### src/core/lionc_map.vh
`ifndef LIONC_MAP_VH
`define LIONC_MAP_VH
// ---------------------------------------------------------------
// fixed ports
// ---------------------------------------------------------------
`define LIONC_P_STATUS     16'h0061
`define LIONC_P_RTCIDX     16'h0070
`define LIONC_P_PIC1_LO    16'h0020
`define LIONC_P_PIC1_HI    16'h003D
`define LIONC_P_PIC2_LO    16'h00A0
`define LIONC_P_PIC2_HI    16'h00BD
`define LIONC_P_PM         16'h00B2
`define LIONC_P_PIT0       16'h0040
`define LIONC_P_PIT1       16'h0050
`define LIONC_P_RTC_LO     16'h0071
`define LIONC_P_RTC_HI     16'h0077
`define LIONC_P_INT84      16'h0084
`define LIONC_P_INT88      16'h0088
`define LIONC_P_INT8C      16'h008C
`define LIONC_P_ATA0       16'h0170
`define LIONC_P_ATA1       16'h01F0
`define LIONC_P_ATA2       16'h0376
`define LIONC_P_ATA3       16'h03F6
`define LIONC_P_CFGA       16'h0CF8
`define LIONC_P_CFGD       16'h0CFC
// ---------------------------------------------------------------
// relocatable range sizes as address mask widths (log2 of bytes)
// ---------------------------------------------------------------
`define LIONC_SZ_ACPI      6
`define LIONC_SZ_BMIDE     4
`define LIONC_SZ_SMB       5
`define LIONC_SZ_GPIO      6
`define LIONC_SZ_USB       5
// ---------------------------------------------------------------
// status/control fields and reset
// ---------------------------------------------------------------
`define LIONC_B_SERR_FLAG  7
`define LIONC_B_IOC_FLAG   6
`define LIONC_B_C2OUT      5
`define LIONC_B_REFRESH    4
`define LIONC_B_IOC_MASK   3
`define LIONC_B_SERR_MASK  2
`define LIONC_B_SPK_GATE   1
`define LIONC_B_C2_GATE    0
`define LIONC_B_NMI_GMASK  7
`define LIONC_STATUS_RESET 8'h00
`define LIONC_ALL_ONES     8'hFF
// refresh toggle half period, 15 us at 10 MHz
`define LIONC_REFRESH_NS   15000
`define LIONC_CLK_NS       100
`define LIONC_REFRESH_CYC  (`LIONC_REFRESH_NS / `LIONC_CLK_NS)
// target codes
`define LIONC_T_NONE       4'h0
`define LIONC_T_PIC1       4'h1
`define LIONC_T_PIC2       4'h2
`define LIONC_T_PIT        4'h3
`define LIONC_T_NMI        4'h4
`define LIONC_T_RTC        4'h5
`define LIONC_T_PM         4'h6
`define LIONC_T_INTERNAL   4'h7
`define LIONC_T_ATA        4'h8
`define LIONC_T_CFG        4'h9
`define LIONC_T_SMB        4'hA
`define LIONC_T_GPIO       4'hB
`define LIONC_T_USB1       4'hC
`define LIONC_T_USB2       4'hD
`define LIONC_T_USB3       4'hE
`define LIONC_T_NMI_RTC    4'hF
`endif

### src/core/lionc_decoder.v
`timescale 1ns/1ps
`default_nettype none
`include "lionc_map.vh"
// Functional notes
// - reserved ports are terminated internally; reads return all ones.
// - 2-byte windows 20h..3Ch every four go to master interrupt controller.
// - 2-byte windows A0h..BCh every four go to slave interrupt controller.
// - 2-byte window B2h goes to power management, always enabled.
// - 61h to NMI logic; 63h/65h/67h alias it only when enabled.
// - 71h-77h to RTC; 72/74/76 writes also NMI; 72h/73h disableable.
// - 84h(3), 88h(1), 8Ch(3) internal; writes also forwarded to LPC.
// - relocatable ranges use programmable bases anywhere in 64K space.
// - bit 7 set on system errors while bit 2 clear; 1-then-0 clears.
// - bit 6 set on I/O check while bit 3 clear; 1-then-0 clears.
// - bit 5 shows live counter 2 output.
// - bit 4 toggles at the refresh rate.
// - bits 3 and 2 mask their NMIs when one; reset to zero.
// - speaker low while bit 1 zero, else follows counter 2.
// - bit 0 gates counter 2 counting.
// - 70h write stores bit 7 NMI mask, bits 6:0 RTC index.
module lionc_decoder #(
   parameter REFRESH_CYC = `LIONC_REFRESH_CYC
) (
   input  wire        clock_in,
   input  wire        rstn_in,
   input  wire        io_valid_in,
   input  wire        io_write_in,
   input  wire [15:0] io_addr_in,
   input  wire [7:0]  io_wdata_in,
   input  wire [7:0]  tgt_rdata_in,
   input  wire        port_alias_enable_in,
   input  wire        rtc_hi_pair_enable_in,
   input  wire [15:0] acpi_base_in,
   input  wire [15:0] bmide_base_in,
   input  wire [15:0] smb_base_in,
   input  wire [15:0] gpio_base_in,
   input  wire [15:0] usb1_base_in,
   input  wire [15:0] usb2_base_in,
   input  wire [15:0] usb3_base_in,
   input  wire [6:0]  range_enable_in,
   input  wire        system_error_in,
   input  wire        io_check_error_in,
   input  wire        counter2_out_in,
   output reg         io_done_out,
   output reg  [7:0]  io_rdata_out,
   output reg  [3:0]  tgt_sel_out,
   output reg         tgt_valid_out,
   output reg         tgt_write_out,
   output reg  [15:0] tgt_addr_out,
   output reg  [7:0]  tgt_wdata_out,
   output reg         lpc_fwd_out,
   output reg         aborted_out,
   output reg         nmi_out,
   output reg         speaker_out,
   output reg         counter2_gate_out,
   output reg  [6:0]  rtc_index_out
);
   // ---------------------------------------------------------------
   // relocatable windows
   // ---------------------------------------------------------------
   wire [6:0] rhit;
   lionc_range_match #(.SZ(`LIONC_SZ_ACPI)) u_acpi (.addr_in(io_addr_in),
      .base_in(acpi_base_in), .enable_in(range_enable_in[0]), .hit_out(rhit[0]));
   lionc_range_match #(.SZ(`LIONC_SZ_BMIDE)) u_bmide (.addr_in(io_addr_in),
      .base_in(bmide_base_in), .enable_in(range_enable_in[1]), .hit_out(rhit[1]));
   lionc_range_match #(.SZ(`LIONC_SZ_SMB)) u_smb (.addr_in(io_addr_in),
      .base_in(smb_base_in), .enable_in(range_enable_in[2]), .hit_out(rhit[2]));
   lionc_range_match #(.SZ(`LIONC_SZ_GPIO)) u_gpio (.addr_in(io_addr_in),
      .base_in(gpio_base_in), .enable_in(range_enable_in[3]), .hit_out(rhit[3]));
   lionc_range_match #(.SZ(`LIONC_SZ_USB)) u_usb1 (.addr_in(io_addr_in),
      .base_in(usb1_base_in), .enable_in(range_enable_in[4]), .hit_out(rhit[4]));
   lionc_range_match #(.SZ(`LIONC_SZ_USB)) u_usb2 (.addr_in(io_addr_in),
      .base_in(usb2_base_in), .enable_in(range_enable_in[5]), .hit_out(rhit[5]));
   lionc_range_match #(.SZ(`LIONC_SZ_USB)) u_usb3 (.addr_in(io_addr_in),
      .base_in(usb3_base_in), .enable_in(range_enable_in[6]), .hit_out(rhit[6]));

   // ---------------------------------------------------------------
   // fixed decode
   // ---------------------------------------------------------------
   reg  [3:0] tsel;
   reg        fwd;
   wire [15:0] a = io_addr_in;
   wire        w = io_write_in;
   always @*
   begin
      tsel = `LIONC_T_NONE;
      fwd  = 1'b0;
      // fixed windows first; overlap with relocatable is undefined anyway
      if (a >= `LIONC_P_PIC1_LO && a <= `LIONC_P_PIC1_HI && a[1] == 1'b0)
         tsel = `LIONC_T_PIC1;
      else if (a == `LIONC_P_PM || a == `LIONC_P_PM + 16'h0001)
         tsel = `LIONC_T_PM;
      else if (a >= `LIONC_P_PIC2_LO && a <= `LIONC_P_PIC2_HI && a[1] == 1'b0)
         tsel = `LIONC_T_PIC2;
      else if ((a[15:2] == `LIONC_P_PIT0 >> 2) || (a[15:2] == `LIONC_P_PIT1 >> 2))
      begin
         if (a[1:0] != 2'b11 || w)
            tsel = `LIONC_T_PIT;
      end
      else if (a == `LIONC_P_STATUS)
         tsel = `LIONC_T_NMI;
      else if (a == 16'h0063 || a == 16'h0065 || a == 16'h0067)
      begin
         if (port_alias_enable_in)
            tsel = `LIONC_T_NMI;
      end
      else if (a == `LIONC_P_RTCIDX)
      begin
         if (w)
            tsel = `LIONC_T_NMI_RTC;
      end
      else if (a >= `LIONC_P_RTC_LO && a <= `LIONC_P_RTC_HI)
      begin
         if ((a == 16'h0072 || a == 16'h0073) && !rtc_hi_pair_enable_in)
            tsel = `LIONC_T_NONE;
         else if (w && a[0] == 1'b0)
            tsel = `LIONC_T_NMI_RTC;
         else
            tsel = `LIONC_T_RTC;
      end
      else if ((a >= `LIONC_P_INT84 && a <= `LIONC_P_INT84 + 16'h0002) ||
               a == `LIONC_P_INT88 ||
               (a >= `LIONC_P_INT8C && a <= `LIONC_P_INT8C + 16'h0002))
      begin
         tsel = `LIONC_T_INTERNAL;
         fwd  = w;
      end
      else if (a[15:3] == `LIONC_P_ATA0 >> 3 || a[15:3] == `LIONC_P_ATA1 >> 3 ||
               a == `LIONC_P_ATA2 || a == `LIONC_P_ATA3)
         tsel = `LIONC_T_ATA;
      else if (a[15:2] == `LIONC_P_CFGA >> 2 || a[15:2] == `LIONC_P_CFGD >> 2)
         tsel = `LIONC_T_CFG;
      else if (rhit[0])
         tsel = `LIONC_T_PM;
      else if (rhit[1])
         tsel = `LIONC_T_ATA;
      else if (rhit[2])
         tsel = `LIONC_T_SMB;
      else if (rhit[3])
         tsel = `LIONC_T_GPIO;
      else if (rhit[4])
         tsel = `LIONC_T_USB1;
      else if (rhit[5])
         tsel = `LIONC_T_USB2;
      else if (rhit[6])
         tsel = `LIONC_T_USB3;
   end

   // ---------------------------------------------------------------
   // status/control register and NMI
   // ---------------------------------------------------------------
   reg        serr_flag_q;
   reg        iocheck_flag_q;
   reg        iocheck_mask_q;
   reg        serr_mask_q;
   reg        speaker_gate_q;
   reg        refresh_q;
   reg [15:0] refresh_cnt_q;
   reg        nmi_global_mask_q;
   wire stat_wr = io_valid_in && w && tsel == `LIONC_T_NMI;
   wire idx_wr  = io_valid_in && w && a == `LIONC_P_RTCIDX;
   wire serr_mask_d    = stat_wr ? io_wdata_in[`LIONC_B_SERR_MASK] : serr_mask_q;
   wire iocheck_mask_d = stat_wr ? io_wdata_in[`LIONC_B_IOC_MASK] : iocheck_mask_q;
   // a set mask both blocks new events and clears the flag, so 1-then-0 re-arms
   wire serr_flag_d    = (system_error_in && !serr_mask_q) ||
                         (serr_flag_q && !serr_mask_q);
   wire iocheck_flag_d = (io_check_error_in && !iocheck_mask_q) ||
                         (iocheck_flag_q && !iocheck_mask_q);
   // bit 5 is the live counter input, unknown until the counter is programmed
   wire [7:0] stat_rd = {serr_flag_q, iocheck_flag_q, counter2_out_in, refresh_q,
                         iocheck_mask_q, serr_mask_q, speaker_gate_q,
                         counter2_gate_out};

   always @(posedge clock_in or negedge rstn_in)
   begin
      if (!rstn_in)
      begin
         serr_flag_q       <= 1'b0;
         iocheck_flag_q    <= 1'b0;
         iocheck_mask_q    <= 1'b0;
         serr_mask_q       <= 1'b0;
         speaker_gate_q    <= 1'b0;
         counter2_gate_out <= 1'b0;
         refresh_q         <= 1'b0;
         refresh_cnt_q     <= 16'h0000;
         nmi_global_mask_q <= 1'b0;
         rtc_index_out     <= 7'h00;
         nmi_out           <= 1'b0;
         speaker_out       <= 1'b0;
         io_done_out       <= 1'b0;
         io_rdata_out      <= 8'h00;
         tgt_sel_out       <= `LIONC_T_NONE;
         tgt_valid_out     <= 1'b0;
         tgt_write_out     <= 1'b0;
         tgt_addr_out      <= 16'h0000;
         tgt_wdata_out     <= 8'h00;
         lpc_fwd_out       <= 1'b0;
         aborted_out       <= 1'b0;
      end
      else
      begin
         serr_flag_q  <= serr_flag_d;
         iocheck_flag_q <= iocheck_flag_d;
         serr_mask_q    <= serr_mask_d;
         iocheck_mask_q <= iocheck_mask_d;
         if (stat_wr)
         begin
            speaker_gate_q    <= io_wdata_in[`LIONC_B_SPK_GATE];
            counter2_gate_out <= io_wdata_in[`LIONC_B_C2_GATE];
         end
         if (idx_wr)
         begin
            nmi_global_mask_q <= io_wdata_in[`LIONC_B_NMI_GMASK];
            rtc_index_out     <= io_wdata_in[6:0];
         end
         // divided clock keeps the toggle free of any refresh engine
         if (refresh_cnt_q == REFRESH_CYC[15:0] - 16'h0001)
         begin
            refresh_cnt_q <= 16'h0000;
            refresh_q     <= ~refresh_q;
         end
         else
            refresh_cnt_q <= refresh_cnt_q + 16'h0001;
         nmi_out     <= (serr_flag_d || iocheck_flag_d) && !nmi_global_mask_q;
         speaker_out <= speaker_gate_q & counter2_out_in;
         // single-cycle cycle completion, answered one edge after the request
         io_done_out   <= io_valid_in;
         tgt_valid_out <= io_valid_in && tsel != `LIONC_T_NONE;
         tgt_sel_out   <= tsel;
         tgt_write_out <= w;
         tgt_addr_out  <= a;
         tgt_wdata_out <= io_wdata_in;
         lpc_fwd_out   <= io_valid_in && fwd;
         aborted_out   <= io_valid_in && tsel == `LIONC_T_NONE;
         if (!io_valid_in || w)
            io_rdata_out <= 8'h00;
         else if (tsel == `LIONC_T_NONE)
            io_rdata_out <= `LIONC_ALL_ONES;
         else if (tsel == `LIONC_T_NMI)
            io_rdata_out <= stat_rd;
         else
            io_rdata_out <= tgt_rdata_in;
      end
   end
endmodule // lionc_decoder
`default_nettype wire

### src/core/lionc_range_match.v
`timescale 1ns/1ps
`default_nettype none
// ---------------------------------------------------------------
// one relocatable window: naturally aligned, size 2**SZ bytes
// ---------------------------------------------------------------
module lionc_range_match #(
   parameter SZ = 4
) (
   input  wire [15:0] addr_in,
   input  wire [15:0] base_in,
   input  wire        enable_in,
   output wire        hit_out
);
   wire [15:0] mask = 16'hFFFF << SZ;
   assign hit_out = enable_in & ((addr_in & mask) == (base_in & mask));
endmodule // lionc_range_match
`default_nettype wire

### config.mk
export PLATFORM = sky130hd
export DESIGN_NAME = lionc_decoder
export DESIGN_NICKNAME = d
export VERILOG_FILES = /design/src/core/lionc_decoder.v /design/src/core/lionc_range_match.v
export VERILOG_INCLUDE_DIRS = /design/src /design/src/core
export SDC_FILE = /design/constraint.sdc
export NUM_CORES = 1
export LEC_CHECK = 0
export BUFFER_PORTS_ARGS = -buffer_cell sky130_fd_sc_hd__buf_2
export CAP_MARGIN = 20
export CORE_MARGIN = 8
export CORE_UTILIZATION = 47
export CTS_BUF_LIST = sky130_fd_sc_hd__clkbuf_8
export DETAILED_ROUTE_END_ITERATION = 8
export HOLD_SLACK_MARGIN = 0.08
export PLACE_DENSITY_LB_ADDON = 0.1
export SYNTH_ARGS = -nofsm -noshare
export SYNTH_HDL_FRONTEND = slang
export SYNTH_HIERARCHICAL = 1
export SYNTH_SLANG_ARGS = --single-unit
### constraint.sdc
create_clock -name clock_in -period 1.8 [get_ports clock_in]
set_clock_uncertainty 0.2 [all_clocks]
set_input_delay 0.36 -clock clock_in [delete_from_list [all_inputs] [get_ports clock_in]]
set_output_delay 0.36 -clock clock_in [all_outputs]
set_load 0.02 [all_outputs]
* After elaboration in Yosys (flattened, before gate mapping)
Cells that the tools add are included.
** Operators by class
- Eq/ne operators :: 28
- Reduce and logical (&&, ||, !) cells :: 43
- Bitwise logic cells :: 11
- Add/sub/neg operators :: 1
- $lt $le $gt $ge :: 10
- Muxes and demuxes :: 36
** Operators with widths (number)
- equality test 16 x 7 -> 1 bit, second input constant :: 7
- two-way mux 4 bit :: 21
- equality test 16 x 8 -> 1 bit, second input constant :: 4
- greater-or-equal comparator 16 x 8 -> 1 bit, second input constant :: 3
- <= comparator 16 x 8 -> 1 bit, second input constant :: 3
- equality test 11 bit :: 4
- equality test 16 x 10 -> 1 bit, second input constant :: 2
- equality test 14 x 10 -> 1 bit, second input constant :: 2
- equality test 14 x 5 -> 1 bit, second input constant :: 2
- equality test 13 x 6 -> 1 bit, second input constant :: 2
- two-way mux 8 bit :: 3
- equality test 10 bit :: 2
- logical AND 1 bit :: 20
- adder 16 x 1 -> 16 bit, second input constant :: 1
- greater-or-equal comparator 16 x 6 -> 1 bit, second input constant :: 1
- greater-or-equal comparator 16 x 7 -> 1 bit, second input constant :: 1
- <= comparator 16 x 6 -> 1 bit, second input constant :: 1
- <= comparator 16 x 7 -> 1 bit, second input constant :: 1
- logical OR 1 bit :: 16
- two-way mux 16 bit :: 1
- equality test 12 bit :: 1
- two-way mux 1 bit :: 9
- AND 1 bit :: 8
- zero test 1 bit :: 5
- other kinds (7) :: 9
** Storage, ports and cells
- Logic and storage cells :: 150
- Register bits :: 74
- Output and inout bits :: 51
- Input port bits :: 160

* Longest topological paths before layout
- Word-level depth :: 24
- Mapped depth :: 11
- Depth with buffers taken out :: 11

* Modules after synthesis
Netlist, hierarchy kept.
** Modules (own cells, without submodules)
- lionc_decoder :: instances 1, sequential area each 1851.8 um^2, area an instance 3151.8 um^2, cells an instance 261
- lionc_range_match at u_smb ... :: instances 4, sequential area each 0.0 um^2, area an instance 125.1 um^2, cells an instance 15
- lionc_range_match at u_acpi ... :: instances 2, sequential area each 0.0 um^2, area an instance 115.1 um^2, cells an instance 14
- lionc_range_match at u_bmide :: instances 1, sequential area each 0.0 um^2, area an instance 138.9 um^2, cells an instance 17

* Least setup slack after synthesis
OpenSTA, ideal clock, no wires.
- Path kind :: input to register
- From :: input bmide_base_in[13]
- To :: register io_rdata_out[0]
- Stages :: 10
- Data required time :: 1.534 ns
- Arrival time :: 2.509 ns
- Setup slack :: -0.974 ns
- Path through :: xnor2_1 nand4_1 nor4_2 o21ba_2 nor3_1 a211oi_1 o221a_1 or3_1 nor4_4 o221a_2
** Between the ends
- Word-level cells in the longest chain between the ends :: 19
- Elaborated cells on any way between the ends :: 20
- Those cells by class :: eq/ne: 2; mux: 16; bitwise: 1; reduce/logical: 1
** RTL lines
- start: declaration :: RTL line lionc_decoder.v:34 : input wire [15:0] bmide_base_in,
- equality test 12 bit * :: RTL line lionc_range_match.v:15 : assign hit_out = enable_in & ((addr_in & mask) == (base_in & mask));
- AND 1 bit * :: RTL line lionc_range_match.v:15
- net rhit[1] :: RTL line lionc_decoder.v:61 : wire [6:0] rhit;
- two-way mux 4 bit * :: RTL line lionc_decoder.v:135 : else if (rhit[1])
- two-way mux 4 bit * :: RTL line lionc_decoder.v:133 : else if (rhit[0])
- two-way mux 4 bit * :: RTL line lionc_decoder.v:131 : else if (a[15:2] == `LIONC_P_CFGA >> 2 || a[15:2] == `LIONC_P_CFGD >> 2)
- two-way mux 4 bit * :: RTL line lionc_decoder.v:128 : else if (a[15:3] == `LIONC_P_ATA0 >> 3 || a[15:3] == `LIONC_P_ATA1 >> 3 ||
- two-way mux 4 bit * :: RTL line lionc_decoder.v:121 : else if ((a >= `LIONC_P_INT84 && a <= `LIONC_P_INT84 + 16'h0002) ||
- (+4 left out)
- two-way mux 4 bit * :: RTL line lionc_decoder.v:95 : else if ((a[15:2] == `LIONC_P_PIT0 >> 2) || (a[15:2] == `LIONC_P_PIT1 >> 2))
- two-way mux 4 bit * :: RTL line lionc_decoder.v:93 : else if (a >= `LIONC_P_PIC2_LO && a <= `LIONC_P_PIC2_HI && a[1] == 1'b0)
- two-way mux 4 bit * :: RTL line lionc_decoder.v:91 : else if (a == `LIONC_P_PM || a == `LIONC_P_PM + 16'h0001)
- two-way mux 4 bit * :: RTL line lionc_decoder.v:89 : if (a >= `LIONC_P_PIC1_LO && a <= `LIONC_P_PIC1_HI && a[1] == 1'b0)
- equality test 4 x 3 -> 1 bit (no source line)
- two-way mux 8 bit :: RTL line lionc_decoder.v:239 : else if (tsel == `LIONC_T_NMI)
- two-way mux 8 bit * :: RTL line lionc_decoder.v:237 : else if (tsel == `LIONC_T_NONE)
- two-way mux 8 bit * :: RTL line lionc_decoder.v:235 : if (!io_valid_in || w)
- end signal: assignment :: RTL line lionc_decoder.v:238 : io_rdata_out <= `LIONC_ALL_ONES;
- end signal: assignment :: RTL line lionc_decoder.v:240 : io_rdata_out <= stat_rd;
- end signal: assignment :: RTL line lionc_decoder.v:242 : io_rdata_out <= tgt_rdata_in;
- end: declaration :: RTL line lionc_decoder.v:45 : output reg [7:0] io_rdata_out,
The timed path passes the listed nets; every way through them passes the cells marked *.
A chain may end at the register's enable or synchronous reset.

* Final worst setup path
- From :: input io_addr_in[10]
- To :: register io_rdata_out[4]
** Between the ends
- Elaborated cells on any way between the ends :: 85
- Those cells by class :: order compare: 10; eq/ne: 26; mux: 22; bitwise: 7; reduce/logical: 20
** RTL lines
- start: declaration :: RTL line lionc_decoder.v:28 : input wire [15:0] io_addr_in,
- equality test 12 bit * :: RTL line lionc_range_match.v:15
- AND 1 bit * :: RTL line lionc_range_match.v:15
- net rhit[1] :: RTL line lionc_decoder.v:61
- two-way mux 4 bit * :: RTL line lionc_decoder.v:135
- two-way mux 4 bit * :: RTL line lionc_decoder.v:133
- two-way mux 4 bit * :: RTL line lionc_decoder.v:131
- two-way mux 4 bit * :: RTL line lionc_decoder.v:128
- two-way mux 4 bit * :: RTL line lionc_decoder.v:121
- (+4 left out)
- two-way mux 4 bit * :: RTL line lionc_decoder.v:95
- two-way mux 4 bit * :: RTL line lionc_decoder.v:93
- two-way mux 4 bit * :: RTL line lionc_decoder.v:91
- two-way mux 4 bit * :: RTL line lionc_decoder.v:89
- equality test 4 x 3 -> 1 bit (no source line)
- two-way mux 8 bit :: RTL line lionc_decoder.v:239
- two-way mux 8 bit * :: RTL line lionc_decoder.v:237
- two-way mux 8 bit * :: RTL line lionc_decoder.v:235
Marks and branches as above.

==> reports/metrics.yaml <==
hp-start: "tgt_rdata_in[6]"
p_leak_nw: 3.17
clk_pin_slew_ns: 0.09
grt_usage_pct: 24.1
finalMaxSlewViolations: 0
core_um2: 8260
setup_viol: 27
die_y_um: 109
min_to: "io_rdata_out[6]"
slew_headroom_pct: 68.9
ys_async_sr_fraction_pct: 100
rsz0062_at_grt: "true"
via_per_inst: 5.41
synth_edf_count: 0
max_cap_violations: 0
cts_buffers: 9
p_seq_share_pct: 43.4
vias: 4129
setup_slack_ns: -0.973
area_delta_synth_final_pct: 65.2
ys_types: 52
drc_errors: 0
startpoint: "io_addr_in[10]"
internal_power_mw: 2.82
holdPathStages: 2
grt_pass1_vias: 4470
ys_ff_latch: 74
synth_top_area_cell: "dfrtp_1"
avgSynthCellArea_um2: 11.0
ant_nets: 0
fin_crit_sh_pct: 154
ys_seq_area_share_pct: 46.0
grt_first_pass_wirelength_mm: 22.4
cts_tree: "built"
clock-root-buffer: "clkbuf_8"
gp_congestion: 0.883
combPwrFrac_pct: 22.2
num_io_pins: 211
p_total_mw: 3.95
dr.pass1.iters: 4
antenna_found_initial: 0
post_drt_wl_per_cell_um: 19.9
initial_core_util_pct: 48.7
hold_ws_ns: 0.0981
drt_wl_total_mm: 15.2
pwr-share-clk_pct: 34.5
drive_gt1_share_pct: 53.3
syn_inst: 366
critPathSlowestCell: "or3_4"
cpPeakStageDelay_ns: 0.38
diodes: 0
rr_endpoint: "refresh_q"
end_kind: "flip-flop"
syn_area_um2: 4020
required_ns: 1.89
hold_viol_final: 0
start_kind: "primary input"
fin_area_um2: 6640
synth_area_leaders: "dfrtp_1, xnor2_1, nand4_1"
worst_pin_slew_ns: 0.465
rrSetupSlack_ns: 0.09
r2r_cells: 7
crit_chain: "buf_4 -> xnor2_1 -> nand4_1 -> nor4_4 -> nor4b_2 -> nor3_4 -> a211oi_2 -> o221a_1 -> or3_4 -> nor4_4 -> buf_4 -> o221a_4"
die-area_um2: 11800
die_w_um: 109
critPathKind: "in -> reg"
grt_max_degree: 59
hpwl_mm: 10.6
post-place-ws_ns: -1.28
cp.arrival_ns: 2.86
rows: 33
fin_crit_ns: 2.77
power_density_nw_per_um2: 594
drtIter0Drc: 214
failed_checks: "negative setup slack"
ir_worst_vdd_mv: 0.464
cts_buffer_depth: 2
place_area_um2: 5650
hold_path_class: "in -> reg"
switching_share_pct: 28.6
p_sw_mw: 1.13
ys.flop_type: "dfrtp_1"
synth_top_area_share_pct: 46.0
clk_latency_ns: 0.35
max_freq_ghz: 0.361
r2r-start: "refresh_cnt_q[1]"
synth.net_count: 528
nets: 815
ys_warn_count: 6
grt_overflow: 0
htree_levels: 3
path_max_fanout: 6
portBuffers: 174
status: "complete, but fails checks"
cts_sinks: 74
## sequential cells by signal, summed over array words and instances, names as in the netlist
| signal | cells |
|---|---|
| refresh_cnt_q | 16 |
| tgt_addr_out | 16 |
| io_rdata_out | 8 |
| tgt_wdata_out | 8 |
| rtc_index_out | 7 |
| tgt_sel_out | 4 |
| aborted_out | 1 |
| counter2_gate_out | 1 |
| io_done_out | 1 |
| iocheck_flag_q | 1 |
| iocheck_mask_q | 1 |
| lpc_fwd_out | 1 |
| nmi_global_mask_q | 1 |
| nmi_out | 1 |
| refresh_q | 1 |
| serr_flag_q | 1 |
| serr_mask_q | 1 |
| speaker_gate_q | 1 |
| speaker_out | 1 |
| tgt_valid_out | 1 |
| tgt_write_out | 1 |
## worst max path at each step
stage / endpoint / slack, ns / cells after the start
2_1_floorplan: io_rdata_out[1] / -0.93 / 7
3_3_place_gp: io_rdata_out[3] / -1.22 / 12
3_5_place_dp: io_rdata_out[6] / -1.28 / 13
4_1_cts: io_rdata_out[3] / -0.83 / 12
5_1_grt: io_rdata_out[4] / -1.10 / 12
6_report: io_rdata_out[4] / -0.97 / 12
## cell usage in the layout (no fill, tap or decap), types with 7 or more instances in the layout
master	count
nor2_1	21
buf_2	160
buf_6	18
nand3_1	10
buf_4	67
mux2_2	12
nand2_1	10
xnor2_1	69
nand4_1	28
dlygate4sd3_1	29
o221a_2	7
dfrtp_1	74
clkbuf_8	9
xnor2_2	15
buf_12	7
nor3_2	8
## per-layer routing
metal / wire [um] / GRT usage, % / up-vias / part of all wire (%)
li1: - / - / 1905 / -
met1: 5910 / 28.4 / 2000 / 39
met2: 7790 / 42.2 / 190 / 51
met3: 1040 / 5.53 / 34 / 6.9
met4: 435 / 8.50 / 0 / 2.9
met5: 0 / 0 / - / 0
## repair_timing
action                                  CTS  global route
endpoints found under the hold margin   114             1
pin swaps                                 7            15
setup buffers                             4             8
endpoints found under the setup margin   26            34
gates resized for setup                  58            26
hold buffers                             28             1
gates cloned                              1             0
## per-stage QoR
step | instances | setup TNS, ns | util (%)
global placement | 706 | -24.10 | 68.4
detailed placement | 706 | -25.28 | 68.4
floorplan | 366 | -13.85 | -
global route | 763 | -17.55 | 80.5
finish | 763 | -15.27 | 80.5
CTS | 755 | -12.65 | 78.1
## worst max-delay path: cells and delay by family
family                 cells  cell delay [ns]
AO/OA/AOI/OAI              3             0.49
XOR/XNOR                   1             0.16
buffers and inverters      2             0.37
AND/OR/NAND/NOR            6             1.48
## power by group through the flow
stage | clock (mW) | sequential [mW] | combinational, mW
after global placement | 0 | 1.74 | 0.710
after detailed placement | 0 | 1.74 | 0.724
after floorplan | 0 | 1.80 | 0.241
after CTS | 1.39 | 1.71 | 0.830
after global routing | 1.45 | 1.72 | 0.929
final | 1.36 | 1.71 | 0.876
## cells in the mapped netlist (2+ instances only)
cell type,count
nor2b_1,6
nand3_1,11
o21ai_0,7
nor4_1,4
o21a_1,2
a211oi_1,2
nand2b_1,2
o21ba_2,2
ha_1,2
nand2_1,11
a21oi_1,10
and3_1,2
and2_1,3
dfrtp_1,74
xnor2_1,84
xor2_1,6
nor3_2,7
nor2_1,22
o21bai_1,4
or3_1,5
clkbuf_1,3
buf_2,3
nor4_4,2
nand3b_1,2
o221a_2,8
nand4_1,28
inv_1,4
nor4b_1,5
o22ai_1,2
mux2_2,12
nor3_1,9
nor3b_2,2
## final cells by class
class | instances | area, um^2
Clock buffer | 9 | 124
Clock inverter | 7 | 82.6
Fill cell | 533 | 1610
Inverter | 4 | 15.0
Multi-Input combinational cell | 281 | 2470
Sequential cell | 74 | 1850
Tap cell | 105 | 131
Timing Repair Buffer | 283 | 1970
## cells by family (layout without fill, tap and decap cells)
kind of cell	Yosys count	count (layout)	synth area share, %
simple gates	133	133	20.9
compound gates	44	44	8.34
flops	74	74	46.0
mux	12	12	3.36
xor+xnor	90	90	19.6
fa+ha+maj	2	2	0.622
buf+inv	11	303	1.12
Note: power is estimated with default switching activity, not from simulation.
